[src/hw/tcs_consts.svh]
`ifndef TCS_CONSTS_SVH
`define TCS_CONSTS_SVH
// byte addresses on the register bus
`define TCS_ADDR_COMBINED 8'h08
`define TCS_ADDR_CNT_HI 8'h09
`define TCS_ADDR_CNT_LO 8'h0A
`define TCS_ADDR_CMP1_HI 8'h0B
`define TCS_ADDR_CMP1_LO 8'h0C
`define TCS_ADDR_CAP1_HI 8'h0D
`define TCS_ADDR_CAP1_LO 8'h0E
`define TCS_ADDR_PIN_CTRL 8'h17
`define TCS_ADDR_IRQ_EN 8'h18
`define TCS_ADDR_STATUS 8'h19
`define TCS_ADDR_CMP2_HI 8'h1A
`define TCS_ADDR_CMP2_LO 8'h1B
`define TCS_ADDR_CMP3_HI 8'h1C
`define TCS_ADDR_CMP3_LO 8'h1D
`define TCS_ADDR_CAP2_HI 8'h1E
`define TCS_ADDR_CAP2_LO 8'h1F
// reset values and the counter wrap value
`define TCS_PIN_CTRL_RST 8'h20
`define TCS_IRQ_EN_RST 6'h00
`define TCS_CMP_RST 16'hFFFF
`define TCS_CNT_ALL_ONES 16'hFFFF
// flag bit indices inside the status byte
`define TCS_FLAG_WRAP 2
`define TCS_FLAG_M1 3
`define TCS_FLAG_M2 4
`define TCS_FLAG_M3 5
`define TCS_FLAG_C1 6
`define TCS_FLAG_C2 7
`endif

[src/hw/tcs_pkg.sv]
package tcs_pkg;
  typedef enum logic [1:0] {
    TCS_IDLE,
    TCS_ACK
  } tcs_bus_state_t;
endpackage

[src/hw/tcs_edge_detect.sv]
`timescale 1ns/1ps
`include "tcs_consts.svh"
module tcs_edge_detect
  import tcs_pkg::*;
(
  input wire logic clk_i,
  input wire logic rst_n_i,
  input wire logic pin_i,
  input wire logic rising_sel_i,
  output logic edge_o
);
  logic prev;
  wire rise = pin_i & ~prev;
  wire fall = ~pin_i & prev;
  always_ff @(posedge clk_i) begin
    if (!rst_n_i) begin
      prev <= 1'b0;
      edge_o <= 1'b0;
    end else begin
      prev <= pin_i;
      edge_o <= rising_sel_i ? rise : fall;
    end
  end
endmodule

[src/hw/tcs_flag.sv]
`timescale 1ns/1ps
module tcs_flag
  import tcs_pkg::*;
(
  input wire logic clk_i,
  input wire logic rst_n_i,
  input wire logic set_i,
  input wire logic arm_i,
  input wire logic clear_i,
  output logic flag_o
);
  // arm latched by a status read with flag set; set wins over clear
  logic armed;
  always_ff @(posedge clk_i) begin
    if (!rst_n_i) begin
      flag_o <= 1'b0;
      armed <= 1'b0;
    end else begin
      if (set_i)
        flag_o <= 1'b1;
      else if (clear_i && armed)
        flag_o <= 1'b0;
      if (clear_i || !flag_o)
        armed <= 1'b0;
      else if (arm_i && flag_o)
        armed <= 1'b1;
    end
  end
endmodule

[src/hw/tcs_timer_control_status_bank.sv]
// The Avalon-MM slave port was decided locally.
`timescale 1ns/1ps
`include "tcs_consts.svh"
// Overview of operation
// - match one drives level on port two bit one
// - match two drives level on port one bit one
// - match three drives level on port one bit two
// - reset clears levels and level latches
// - capture one on selected edge, default falling
// - capture two on selected edge, default falling
// - drive select one resets to one, muxes pin
// - drive selects two, three reset zero, mux pins
// - enable register low bits read one normally
// - any enabled flag raises shared interrupt
// - test and half bits reset one, mode0 writable
// - test mode advances only selected counter half
// - test mode makes low byte latch transparent
// - status register read only, low bits one
// - wrap flag set all ones, cleared by status/high
// - match one cleared by status read then write
// - match two, three cleared by status then write
// - capture one cleared by status then high read
// - capture two cleared by status then high read
// - combined register mirrors same storage bits
// - every match clocks level regardless of flag
module tcs_timer_control_status_bank
  import tcs_pkg::*;
(
  input wire logic clk_i,
  input wire logic rst_n_i,
  input wire logic [7:0] avs_address_i,
  input wire logic avs_read_i,
  input wire logic avs_write_i,
  input wire logic [7:0] avs_writedata_i,
  output logic [7:0] avs_readdata_o,
  output logic avs_waitrequest_o,
  input wire logic mode_zero_i,
  input wire logic port_two_bit_zero_i,
  input wire logic port_one_bit_zero_i,
  input wire logic port_two_ddr_bit_one_i,
  input wire logic port_one_ddr_bit_one_i,
  input wire logic port_one_ddr_bit_two_i,
  input wire logic port_two_data_bit_one_i,
  input wire logic port_one_data_bit_one_i,
  input wire logic port_one_data_bit_two_i,
  output logic port_two_bit_one_o,
  output logic port_two_bit_one_oe_o,
  output logic port_one_bit_one_o,
  output logic port_one_bit_one_oe_o,
  output logic port_one_bit_two_o,
  output logic port_one_bit_two_oe_o,
  output logic shared_level2_interrupt_o
);
  // ----------------------------------------------------------------
  // state
  // ----------------------------------------------------------------
  tcs_bus_state_t state;
  logic [7:0] pin_ctrl;
  logic [5:0] irq_en;
  logic test_n;
  logic half_sel;
  logic [2:0] level_latch;
  logic [15:0] counter;
  logic [7:0] lo_latch;
  logic [15:0] cmp1;
  logic [15:0] cmp2;
  logic [15:0] cmp3;
  logic [15:0] cap1;
  logic [15:0] cap2;
  logic [7:0] cap1_lo_latch;
  logic [7:0] cap2_lo_latch;
  logic [5:0] flags;
  logic [7:0] next_readdata;

  wire compare_level_1 = pin_ctrl[0];
  wire compare_level_2 = pin_ctrl[1];
  wire compare_level_3 = pin_ctrl[2];
  wire capture_edge_sel_1 = pin_ctrl[3];
  wire capture_edge_sel_2 = pin_ctrl[4];
  wire pin_drive_sel_1 = pin_ctrl[5];
  wire pin_drive_sel_2 = pin_ctrl[6];
  wire pin_drive_sel_3 = pin_ctrl[7];
  wire wrap_irq_en = irq_en[0];
  wire match_irq_en_1 = irq_en[1];
  wire match_irq_en_2 = irq_en[2];
  wire match_irq_en_3 = irq_en[3];
  wire capture_irq_en_1 = irq_en[4];
  wire capture_irq_en_2 = irq_en[5];
  wire wrap_flag = flags[0];
  wire match_flag_1 = flags[1];
  wire match_flag_2 = flags[2];
  wire match_flag_3 = flags[3];
  wire capture_flag_1 = flags[4];
  wire capture_flag_2 = flags[5];

  // ----------------------------------------------------------------
  // bus decode
  // ----------------------------------------------------------------
  wire bus_take = (state == TCS_IDLE) & (avs_read_i | avs_write_i);
  wire rd = bus_take & avs_read_i;
  wire wr = bus_take & avs_write_i;
  wire [7:0] a = avs_address_i;
  wire rd_comb = rd & (a == `TCS_ADDR_COMBINED);
  wire rd_stat = rd & (a == `TCS_ADDR_STATUS);
  wire rd_cnt_hi = rd & (a == `TCS_ADDR_CNT_HI);
  wire rd_cap1_hi = rd & (a == `TCS_ADDR_CAP1_HI);
  wire rd_cap2_hi = rd & (a == `TCS_ADDR_CAP2_HI);
  wire wr_comb = wr & (a == `TCS_ADDR_COMBINED);
  wire wr_pin = wr & (a == `TCS_ADDR_PIN_CTRL);
  wire wr_en = wr & (a == `TCS_ADDR_IRQ_EN);
  wire wr_c1h = wr & (a == `TCS_ADDR_CMP1_HI);
  wire wr_c1l = wr & (a == `TCS_ADDR_CMP1_LO);
  wire wr_c2h = wr & (a == `TCS_ADDR_CMP2_HI);
  wire wr_c2l = wr & (a == `TCS_ADDR_CMP2_LO);
  wire wr_c3h = wr & (a == `TCS_ADDR_CMP3_HI);
  wire wr_c3l = wr & (a == `TCS_ADDR_CMP3_LO);
  wire [7:0] d = avs_writedata_i;

  // ----------------------------------------------------------------
  // counter and matches
  // ----------------------------------------------------------------
  wire test_active = ~test_n;
  wire [7:0] cnt_hi_inc = counter[15:8] + 8'h01;
  wire [7:0] cnt_lo_inc = counter[7:0] + 8'h01;
  wire [15:0] cnt_inc = counter + 16'h0001;
  wire [15:0] next_counter = !test_active ? cnt_inc :
    (half_sel ? {counter[15:8], cnt_lo_inc} :
                {cnt_hi_inc, counter[7:0]});
  wire match1 = (counter == cmp1);
  wire match2 = (counter == cmp2);
  wire match3 = (counter == cmp3);
  wire wrap_now = (counter == `TCS_CNT_ALL_ONES);
  logic cap1_ev;
  logic cap2_ev;

  // ----------------------------------------------------------------
  // capture edges and flags
  // ----------------------------------------------------------------
  tcs_edge_detect u_edge1 (
    .clk_i(clk_i),
    .rst_n_i(rst_n_i),
    .pin_i(port_two_bit_zero_i),
    .rising_sel_i(capture_edge_sel_1),
    .edge_o(cap1_ev)
  );
  tcs_edge_detect u_edge2 (
    .clk_i(clk_i),
    .rst_n_i(rst_n_i),
    .pin_i(port_one_bit_zero_i),
    .rising_sel_i(capture_edge_sel_2),
    .edge_o(cap2_ev)
  );

  wire arm_both = rd_comb | rd_stat;
  wire [5:0] flag_set = {cap2_ev, cap1_ev, match3, match2, match1,
                         wrap_now};
  // overflow, match1 and capture1 arm from either status address
  wire [5:0] flag_arm = {rd_stat, arm_both, rd_stat, rd_stat, arm_both,
                         arm_both};
  wire [5:0] flag_clr = {rd_cap2_hi, rd_cap1_hi, wr_c3h | wr_c3l,
                         wr_c2h | wr_c2l, wr_c1h | wr_c1l, rd_cnt_hi};

  genvar gi;
  generate
    for (gi = 0; gi < 6; gi = gi + 1) begin : g_flag
      tcs_flag u_flag (
        .clk_i(clk_i),
        .rst_n_i(rst_n_i),
        .set_i(flag_set[gi]),
        .arm_i(flag_arm[gi]),
        .clear_i(flag_clr[gi]),
        .flag_o(flags[gi])
      );
    end
  endgenerate

  // ----------------------------------------------------------------
  // read data
  // ----------------------------------------------------------------
  wire [7:0] status_byte = {capture_flag_2, capture_flag_1,
    match_flag_3, match_flag_2, match_flag_1, wrap_flag,
    2'b11};
  wire [1:0] en_low = test_active ? {test_n, half_sel} :
                                     2'b11;
  wire [7:0] en_byte = {capture_irq_en_2, capture_irq_en_1,
    match_irq_en_3, match_irq_en_2, match_irq_en_1, wrap_irq_en,
    en_low};
  wire [7:0] comb_byte = {capture_flag_1, match_flag_1, wrap_flag,
    capture_irq_en_1, match_irq_en_1, wrap_irq_en,
    capture_edge_sel_1, compare_level_1};
  wire [7:0] cnt_lo_view = test_active ? counter[7:0] :
                                          lo_latch;

  always_comb begin
    unique case (a)
      `TCS_ADDR_COMBINED: next_readdata = comb_byte;
      `TCS_ADDR_CNT_HI: next_readdata = counter[15:8];
      `TCS_ADDR_CNT_LO: next_readdata = cnt_lo_view;
      `TCS_ADDR_CMP1_HI: next_readdata = cmp1[15:8];
      `TCS_ADDR_CMP1_LO: next_readdata = cmp1[7:0];
      `TCS_ADDR_CAP1_HI: next_readdata = cap1[15:8];
      `TCS_ADDR_CAP1_LO: next_readdata = cap1_lo_latch;
      `TCS_ADDR_PIN_CTRL: next_readdata = pin_ctrl;
      `TCS_ADDR_IRQ_EN: next_readdata = en_byte;
      `TCS_ADDR_STATUS: next_readdata = status_byte;
      `TCS_ADDR_CMP2_HI: next_readdata = cmp2[15:8];
      `TCS_ADDR_CMP2_LO: next_readdata = cmp2[7:0];
      `TCS_ADDR_CMP3_HI: next_readdata = cmp3[15:8];
      `TCS_ADDR_CMP3_LO: next_readdata = cmp3[7:0];
      `TCS_ADDR_CAP2_HI: next_readdata = cap2[15:8];
      `TCS_ADDR_CAP2_LO: next_readdata = cap2_lo_latch;
      default: next_readdata = 8'h00;
    endcase
  end

  // ----------------------------------------------------------------
  // bus handshake
  // ----------------------------------------------------------------
  always_ff @(posedge clk_i) begin
    if (!rst_n_i) begin
      state <= TCS_IDLE;
      avs_waitrequest_o <= 1'b1;
      avs_readdata_o <= 8'h00;
    end else begin
      unique case (state)
        TCS_IDLE: begin
          if (bus_take) begin
            state <= TCS_ACK;
            avs_waitrequest_o <= 1'b0;
            avs_readdata_o <= avs_read_i ? next_readdata : 8'h00;
          end
        end
        TCS_ACK: begin
          state <= TCS_IDLE;
          avs_waitrequest_o <= 1'b1;
        end
        default: begin
          state <= TCS_IDLE;
          avs_waitrequest_o <= 1'b1;
        end
      endcase
    end
  end

  // ----------------------------------------------------------------
  // control registers
  // ----------------------------------------------------------------
  always_ff @(posedge clk_i) begin
    if (!rst_n_i) begin
      pin_ctrl <= `TCS_PIN_CTRL_RST;
      irq_en <= `TCS_IRQ_EN_RST;
      test_n <= 1'b1;
      half_sel <= 1'b1;
    end else begin
      if (wr_pin)
        pin_ctrl <= d;
      else if (wr_comb) begin
        pin_ctrl[0] <= d[0];
        pin_ctrl[3] <= d[1];
      end
      if (wr_en) begin
        irq_en <= d[7:2];
        if (mode_zero_i) begin
          test_n <= d[1];
          half_sel <= d[0];
        end else begin
          test_n <= 1'b1;
          half_sel <= 1'b1;
        end
      end else if (wr_comb) begin
        irq_en[0] <= d[2];
        irq_en[1] <= d[3];
        irq_en[4] <= d[4];
      end
    end
  end

  // ----------------------------------------------------------------
  // counter, compares, captures
  // ----------------------------------------------------------------
  always_ff @(posedge clk_i) begin
    if (!rst_n_i) begin
      counter <= 16'h0000;
      lo_latch <= 8'h00;
      cmp1 <= `TCS_CMP_RST;
      cmp2 <= `TCS_CMP_RST;
      cmp3 <= `TCS_CMP_RST;
      cap1 <= 16'h0000;
      cap2 <= 16'h0000;
      cap1_lo_latch <= 8'h00;
      cap2_lo_latch <= 8'h00;
      level_latch <= 3'b000;
    end else begin
      counter <= next_counter;
      if (rd_cnt_hi)
        lo_latch <= counter[7:0];
      if (wr_c1h) cmp1[15:8] <= d;
      if (wr_c1l) cmp1[7:0] <= d;
      if (wr_c2h) cmp2[15:8] <= d;
      if (wr_c2l) cmp2[7:0] <= d;
      if (wr_c3h) cmp3[15:8] <= d;
      if (wr_c3l) cmp3[7:0] <= d;
      if (cap1_ev) cap1 <= counter;
      if (cap2_ev) cap2 <= counter;
      if (rd_cap1_hi) cap1_lo_latch <= cap1[7:0];
      if (rd_cap2_hi) cap2_lo_latch <= cap2[7:0];
      if (match1) level_latch[0] <= compare_level_1;
      if (match2) level_latch[1] <= compare_level_2;
      if (match3) level_latch[2] <= compare_level_3;
    end
  end

  // ----------------------------------------------------------------
  // pins and interrupt
  // ----------------------------------------------------------------
  wire irq_any = |(flags & irq_en);
  always_ff @(posedge clk_i) begin
    if (!rst_n_i) begin
      port_two_bit_one_o <= 1'b0;
      port_one_bit_one_o <= 1'b0;
      port_one_bit_two_o <= 1'b0;
      port_two_bit_one_oe_o <= 1'b0;
      port_one_bit_one_oe_o <= 1'b0;
      port_one_bit_two_oe_o <= 1'b0;
      shared_level2_interrupt_o <= 1'b0;
    end else begin
      port_two_bit_one_o <= pin_drive_sel_1 ? level_latch[0] :
                            port_two_data_bit_one_i;
      port_one_bit_one_o <= pin_drive_sel_2 ? level_latch[1] :
                            port_one_data_bit_one_i;
      port_one_bit_two_o <= pin_drive_sel_3 ? level_latch[2] :
                            port_one_data_bit_two_i;
      port_two_bit_one_oe_o <= port_two_ddr_bit_one_i;
      port_one_bit_one_oe_o <= port_one_ddr_bit_one_i;
      port_one_bit_two_oe_o <= port_one_ddr_bit_two_i;
      shared_level2_interrupt_o <= irq_any;
    end
  end
endmodule

[config.mk]
export PLATFORM = sky130hd
export DESIGN_NAME = tcs_timer_control_status_bank
export DESIGN_NICKNAME = d
export VERILOG_FILES = /design/src/hw/tcs_pkg.sv /design/src/hw/tcs_edge_detect.sv /design/src/hw/tcs_flag.sv /design/src/hw/tcs_timer_control_status_bank.sv
export VERILOG_INCLUDE_DIRS = /design/src /design/src/hw
export SDC_FILE = /design/constraint.sdc
export NUM_CORES = 1
export LEC_CHECK = 0
export BUFFER_PORTS_ARGS = -buffer_cell sky130_fd_sc_hd__buf_2
export CAP_MARGIN = 10
export CELL_PAD_IN_SITES_DETAIL_PLACEMENT = 0
export CELL_PAD_IN_SITES_GLOBAL_PLACEMENT = 1
export CORE_AREA = 2 2 136 138
export DETAILED_ROUTE_END_ITERATION = 8
export DIE_AREA = 0 0 138 140
export PLACE_DENSITY = 0.75
export SKIP_CTS_REPAIR_TIMING = 1
export SYNTH_ARGS = -nofsm -noshare
export SYNTH_HDL_FRONTEND = slang
export SYNTH_SLANG_ARGS = --single-unit
[constraint.sdc]
create_clock -name clk_i -period 2.1 [get_ports clk_i]
set_input_delay 0.105 -clock clk_i [delete_from_list [all_inputs] [get_ports clk_i]]
set_output_delay 0.105 -clock clk_i [all_outputs]
set_load 0.05 [all_outputs]
# Word level (Yosys, flattened, before mapping)
# Cells that the tools add are included.
# classes
add_sub_neg,3
n_eq_ne,21
n_mux,33
bitwise,32
n_reduce_logical,43
# op_table
op,count
case mux 8 bit (16 select lines),1
== test 8 x 5 -> 1 bit (second input constant),9
== test 8 x 4 -> 1 bit (second input constant),7
== test 16 bit,3
2-to-1 mux 16 bit,2
2-to-1 mux 1 bit,25
bitwise AND 1 bit,21
nonzero test 2 bit,9
adder 16 x 1 -> 16 bit (second input constant),1
adder 8 x 1 -> 8 bit (second input constant),2
== test 16 bit (second input constant),1
2-to-1 mux 8 bit,2
logical AND 1 bit,12
OR reduction 2 bit,6
bitwise AND 6 bit,1
zero test 1 bit,6
logical OR 1 bit,6
2-to-1 mux 2 bit,3
OR reduction 6 bit,1
NOT 1 bit,5
bitwise OR 1 bit,5
AND reduction 2 bit,2
zero test 2 bit,1
!= test 2 bit (second input constant),1
# word_totals
register_bits,172
out_inout_bits,16
wordCells,180

# Longest topological paths before layout
# depth
ltp_word,8
ltp_mapped,8
ltp_nobuf,6

# Cells and area by module
# From an unflattened synthesis, not the netlist that was laid out.
# hier_totals
hier_cells,993
area_unflattened_um2,8257.9
# modules_own_cells
module,n_inst,cells_each,area_per_inst_um2,seq_area_each_um2
tcs_timer_control_status_bank,1,933,7682.4,3123.0
tcs_flag,6,8,72.6,40.0
tcs_edge_detect,2,6,70.1,40.0

# Worst setup path before layout
# Ideal clock, no wire load.
# synth_timing
path_kind,register to register
start,register counter[5]
end,register counter[15]
arrival_time_ps,1702
setup_slack_ps,328
path_stages_with_launch,7
path_cell_list,dfxtp_1 clkbuf_1 nand4_1 o31ai_1 nand2_1 or3_1 a21oi_1
# synth_between
elab_chain_cells,2
# synth_rtl
element,line,text
start: declaration,tcs_timer_control_status_bank.sv:63,logic [15:0] counter;
start signal: assignment,tcs_timer_control_status_bank.sv:294,counter <= next_counter;
adder 16 x 1 -> 16 bit,tcs_timer_control_status_bank.sv:125,wire [15:0] cnt_inc = counter + 16'h0001;
2-to-1 mux 16 bit,tcs_timer_control_status_bank.sv:126,wire [15:0] next_counter = !test_active ? cnt_inc :
# Every way passes these cells.
# A chain may end at the register's enable or synchronous reset.

# Worst setup path in the final report
# layout_timing
start,register counter[13]
end,register level_latch[2]
# layout_between
elab_chain_cells,1
# layout_rtl
element,line,text
== test 16 bit,tcs_timer_control_status_bank.sv:131,wire match3 = (counter == cmp3);
end signal: assignment,tcs_timer_control_status_bank.sv:309,if (match3) level_latch[2] <= compare_level_3;
end: declaration,tcs_timer_control_status_bank.sv:62,logic [2:0] level_latch;
# Every way passes these cells.

==> qor.yml <==
run_status:
  result_of_the_run: "finished clean"
final_layout:
  multi_input_comb_area_um2: 4490
  num-fill-cells: 1663
  ff_latch_area_um2: 3440
  layout-drive-gt1-share: 0.182
  mostFrequentLayoutCells: "dfxtp_1, nand2_1, nor2_1"
  design_area_um2: 9790
  antenna_cells: 0
  layout_area_growth_over_synthesis_pct: 18.7
  most_common_cell_after_layout_fill_and_taps_aside: "dfxtp_1"
  layout.nets: 1058
clock_tree:
  ctsLongestPathBuffers: 2
  clock_latency_on_the_worst_skew_pair_ns: 0.44
  ctsRootBufferMaster: "clkbuf_16"
  cts_tree: "done"
  path_clk_slew_ns: 0.07
  h_tree_level_count: 4
  cts_inserted_buffers: 17
  cts.sinks: 172
setup_path:
  cp_cell_sequence: "xnor2_1 > nand4_1 > nor4_1 > buf_4 > mux2i_1 > nor2_1"
  setup.worst_path.start: "counter[13]"
  critPathMaxFanout: 8
  timing.critical_path.arrival_ns: 2.24
  worst-path-buf-inv: 1
  timing.critical_path.max_delay_family: "flip-flops"
  worst_ep_required_time_ns: 2.41
  highest_delay_cell_along_the_critical_path: "dfxtp_1"
  r2r_start: "counter[13]"
  critical_path_class: "reg -> reg"
  worst_path_largest_cell_delay_ns: 0.67
  critPathCaptureType: "flop"
  timing.critical_path.from_type: "flop"
synthesis:
  synth_cell_type_count: 67
  synth_area_per_cell_um2: 8.64
  synthesis.instances: 955
  synth_async_sr_flop_share: 0
  mappedNetlistNets: 986
  yosysSeqAreaShare: 0.417
  yosys_warnings: 0
  synth_enable_flop_cells: 0
  synth_seq_cells: 172
  synth.cell_area_um2: 8250
  ys.flop_type: "dfxtp_1"
placed_design:
  postPlaceCellArea_um2: 9060
  dp_worst_setup_slack_ns: 0.157
  io_buffers: 44
  dp_hpwl_um: 21600
  place.gp.congestion: 1.00
sta:
  post-route-worst-setup-slack_ns: 0.172
  timing_worst_slew_pin_value_ns: 0.559
  finalCritPeriodShare: 0.918
  timing.final.crit_period_ns: 1.93
  fin_setup_tns_ns: 0
  final_hold_vios: 0
  max_freq_mhz: 519
  finalHoldWorstSlack_ns: 0.0238
  slew_violations: 0
  setup_violating_endpoint_count_in_the_final_report: 0
  slew_headroom: 0.626
  unrepaired_setup_endpoints_after_global_routing: "no"
  worst_clock_skew_ns: 0.00926
min_path:
  worst_hold_path_type: "in -> reg"
  worstHoldStart: "avs_write_i"
detailed_routing:
  route.antenna.remaining_nets: 0
  drt_iter0_markers: 804
  detail_route.first_pass.iterations: 5
  wl_per_cell_um: 23.0
  vias: 7453
  vias_per_cell: 5.87
  drcViolationCount: 0
  finalWirelength_um: 29100
power_and_ir_drop:
  leakage_nw: 3.79
  power.ir.vdd_worst_mv: 0.552
  power_density_nw_per_um2: 746
die:
  initial_utilization: 0.464
  dieArea_um2: 19300
  die-width_um: 138
  core_um2: 17800
  die-height_um: 140
  rows: 49
  boundaryPins: 45
global_routing:
  grt_pass1_wl_um: 44300
  global_route.usage.met2: 0.482
  antenna_found_initial: 0
  grt.met3_usage: 0.0506
  grtUsageTotal: 0.303
  global_route.usage.met1: 0.416
  total_gr_overflow: 0
  first_global_vias: 7047
  grt_start_max_net_pins: 40
  grt_busiest_layer: "met2"
run:
  drv_cap: 0
[metal layers]
| layer | share of wire | vias up |
|---|---|---|
| met1 | 0.45 | 3583 |
| met5 | 0 | - |
| met3 | 0.069 | 58 |
| met2 | 0.45 | 315 |
| met4 | 0.032 | 0 |
| li1 | - | 3497 |
[synthesized netlist by cell type, types with 8 or more instances]
cell type	n	share of area
a21oi_1	52	0.032
a22oi_1	10	0.0091
and2_1	9	0.0068
and3_1	8	0.0061
buf_2	14	0.0085
clkbuf_1	58	0.026
dfxtp_1	172	0.42
mux2_2	15	0.020
mux2i_1	81	0.098
nand2_1	154	0.070
nand3_1	64	0.039
nand4_1	26	0.020
nor2_1	87	0.040
nor3_1	10	0.0061
o21ai_0	12	0.0073
xnor2_1	54	0.057
[worst register-to-register path: stages (launching register included)]
cell and delay, ns:
dfxtp_1 0.67, xnor2_1 0.20, nand4_1 0.12, nor4_1 0.38, buf_4 0.21, mux2i_1 0.18
nor2_1 0.05
[state kept, by name, summed over array words and instances (netlist names), 3 cells and up]
signal	flops
cap1	16
avs_readdata_o	8
level_latch	3
cap1_lo_latch	8
cap2	16
lo_latch	8
cmp2	16
irq_en	6
pin_ctrl	8
cap2_lo_latch	8
cmp3	16
g_flag.u_flag.flag_o	6
cmp1	16
g_flag.u_flag.armed	6
counter	16
[final cells by class]
type	instances	area share
Multi-Input combinational cell	700	0.458
Clock inverter	14	0.0212
Inverter	5	0.00204
Clock buffer	18	0.0448
Tap cell	229	0.0293
Timing Repair Buffer	131	0.0928
Sequential cell	172	0.352
[stage by stage]
step / cells / util / total power [mW]
2_1_floorplan: 955 / - / 3.67
3_3_place_gp: 1228 / 0.509 / 3.87
3_5_place_dp: 1228 / 0.509 / 3.87
4_1_cts: 1260 / 0.546 / 7.30
5_1_grt: 1269 / 0.551 / 7.51
6_report: 1269 / 0.551 / 7.31
[where the power goes]
part | internal (mW) | switching (mW)
registers | 3.28 | 0.0213
clock network | 2.05 | 1.43
logic | 0.174 | 0.342
total | 5.51 | 1.80
[cells by family after synthesis]
logic type / Yosys count / synth area share
compound gates: 137 / 0.111
xor+xnor: 61 / 0.0648
fa+ha+maj: 2 / 0.00303
buf+inv: 83 / 0.0399
flops: 172 / 0.417
mux: 102 / 0.135
simple gates: 398 / 0.229
[path summary, 6_finish.rpt]
check                      end  cells past startpoint  slack (ns)
max             level_latch[2]                      6        0.17
min          avs_waitrequest_o                      3        0.02
max reg2reg     level_latch[2]                      6        0.17
min reg2reg  avs_readdata_o[7]                      2        0.45
No activity file was read; power rests on OpenSTA's default activity.
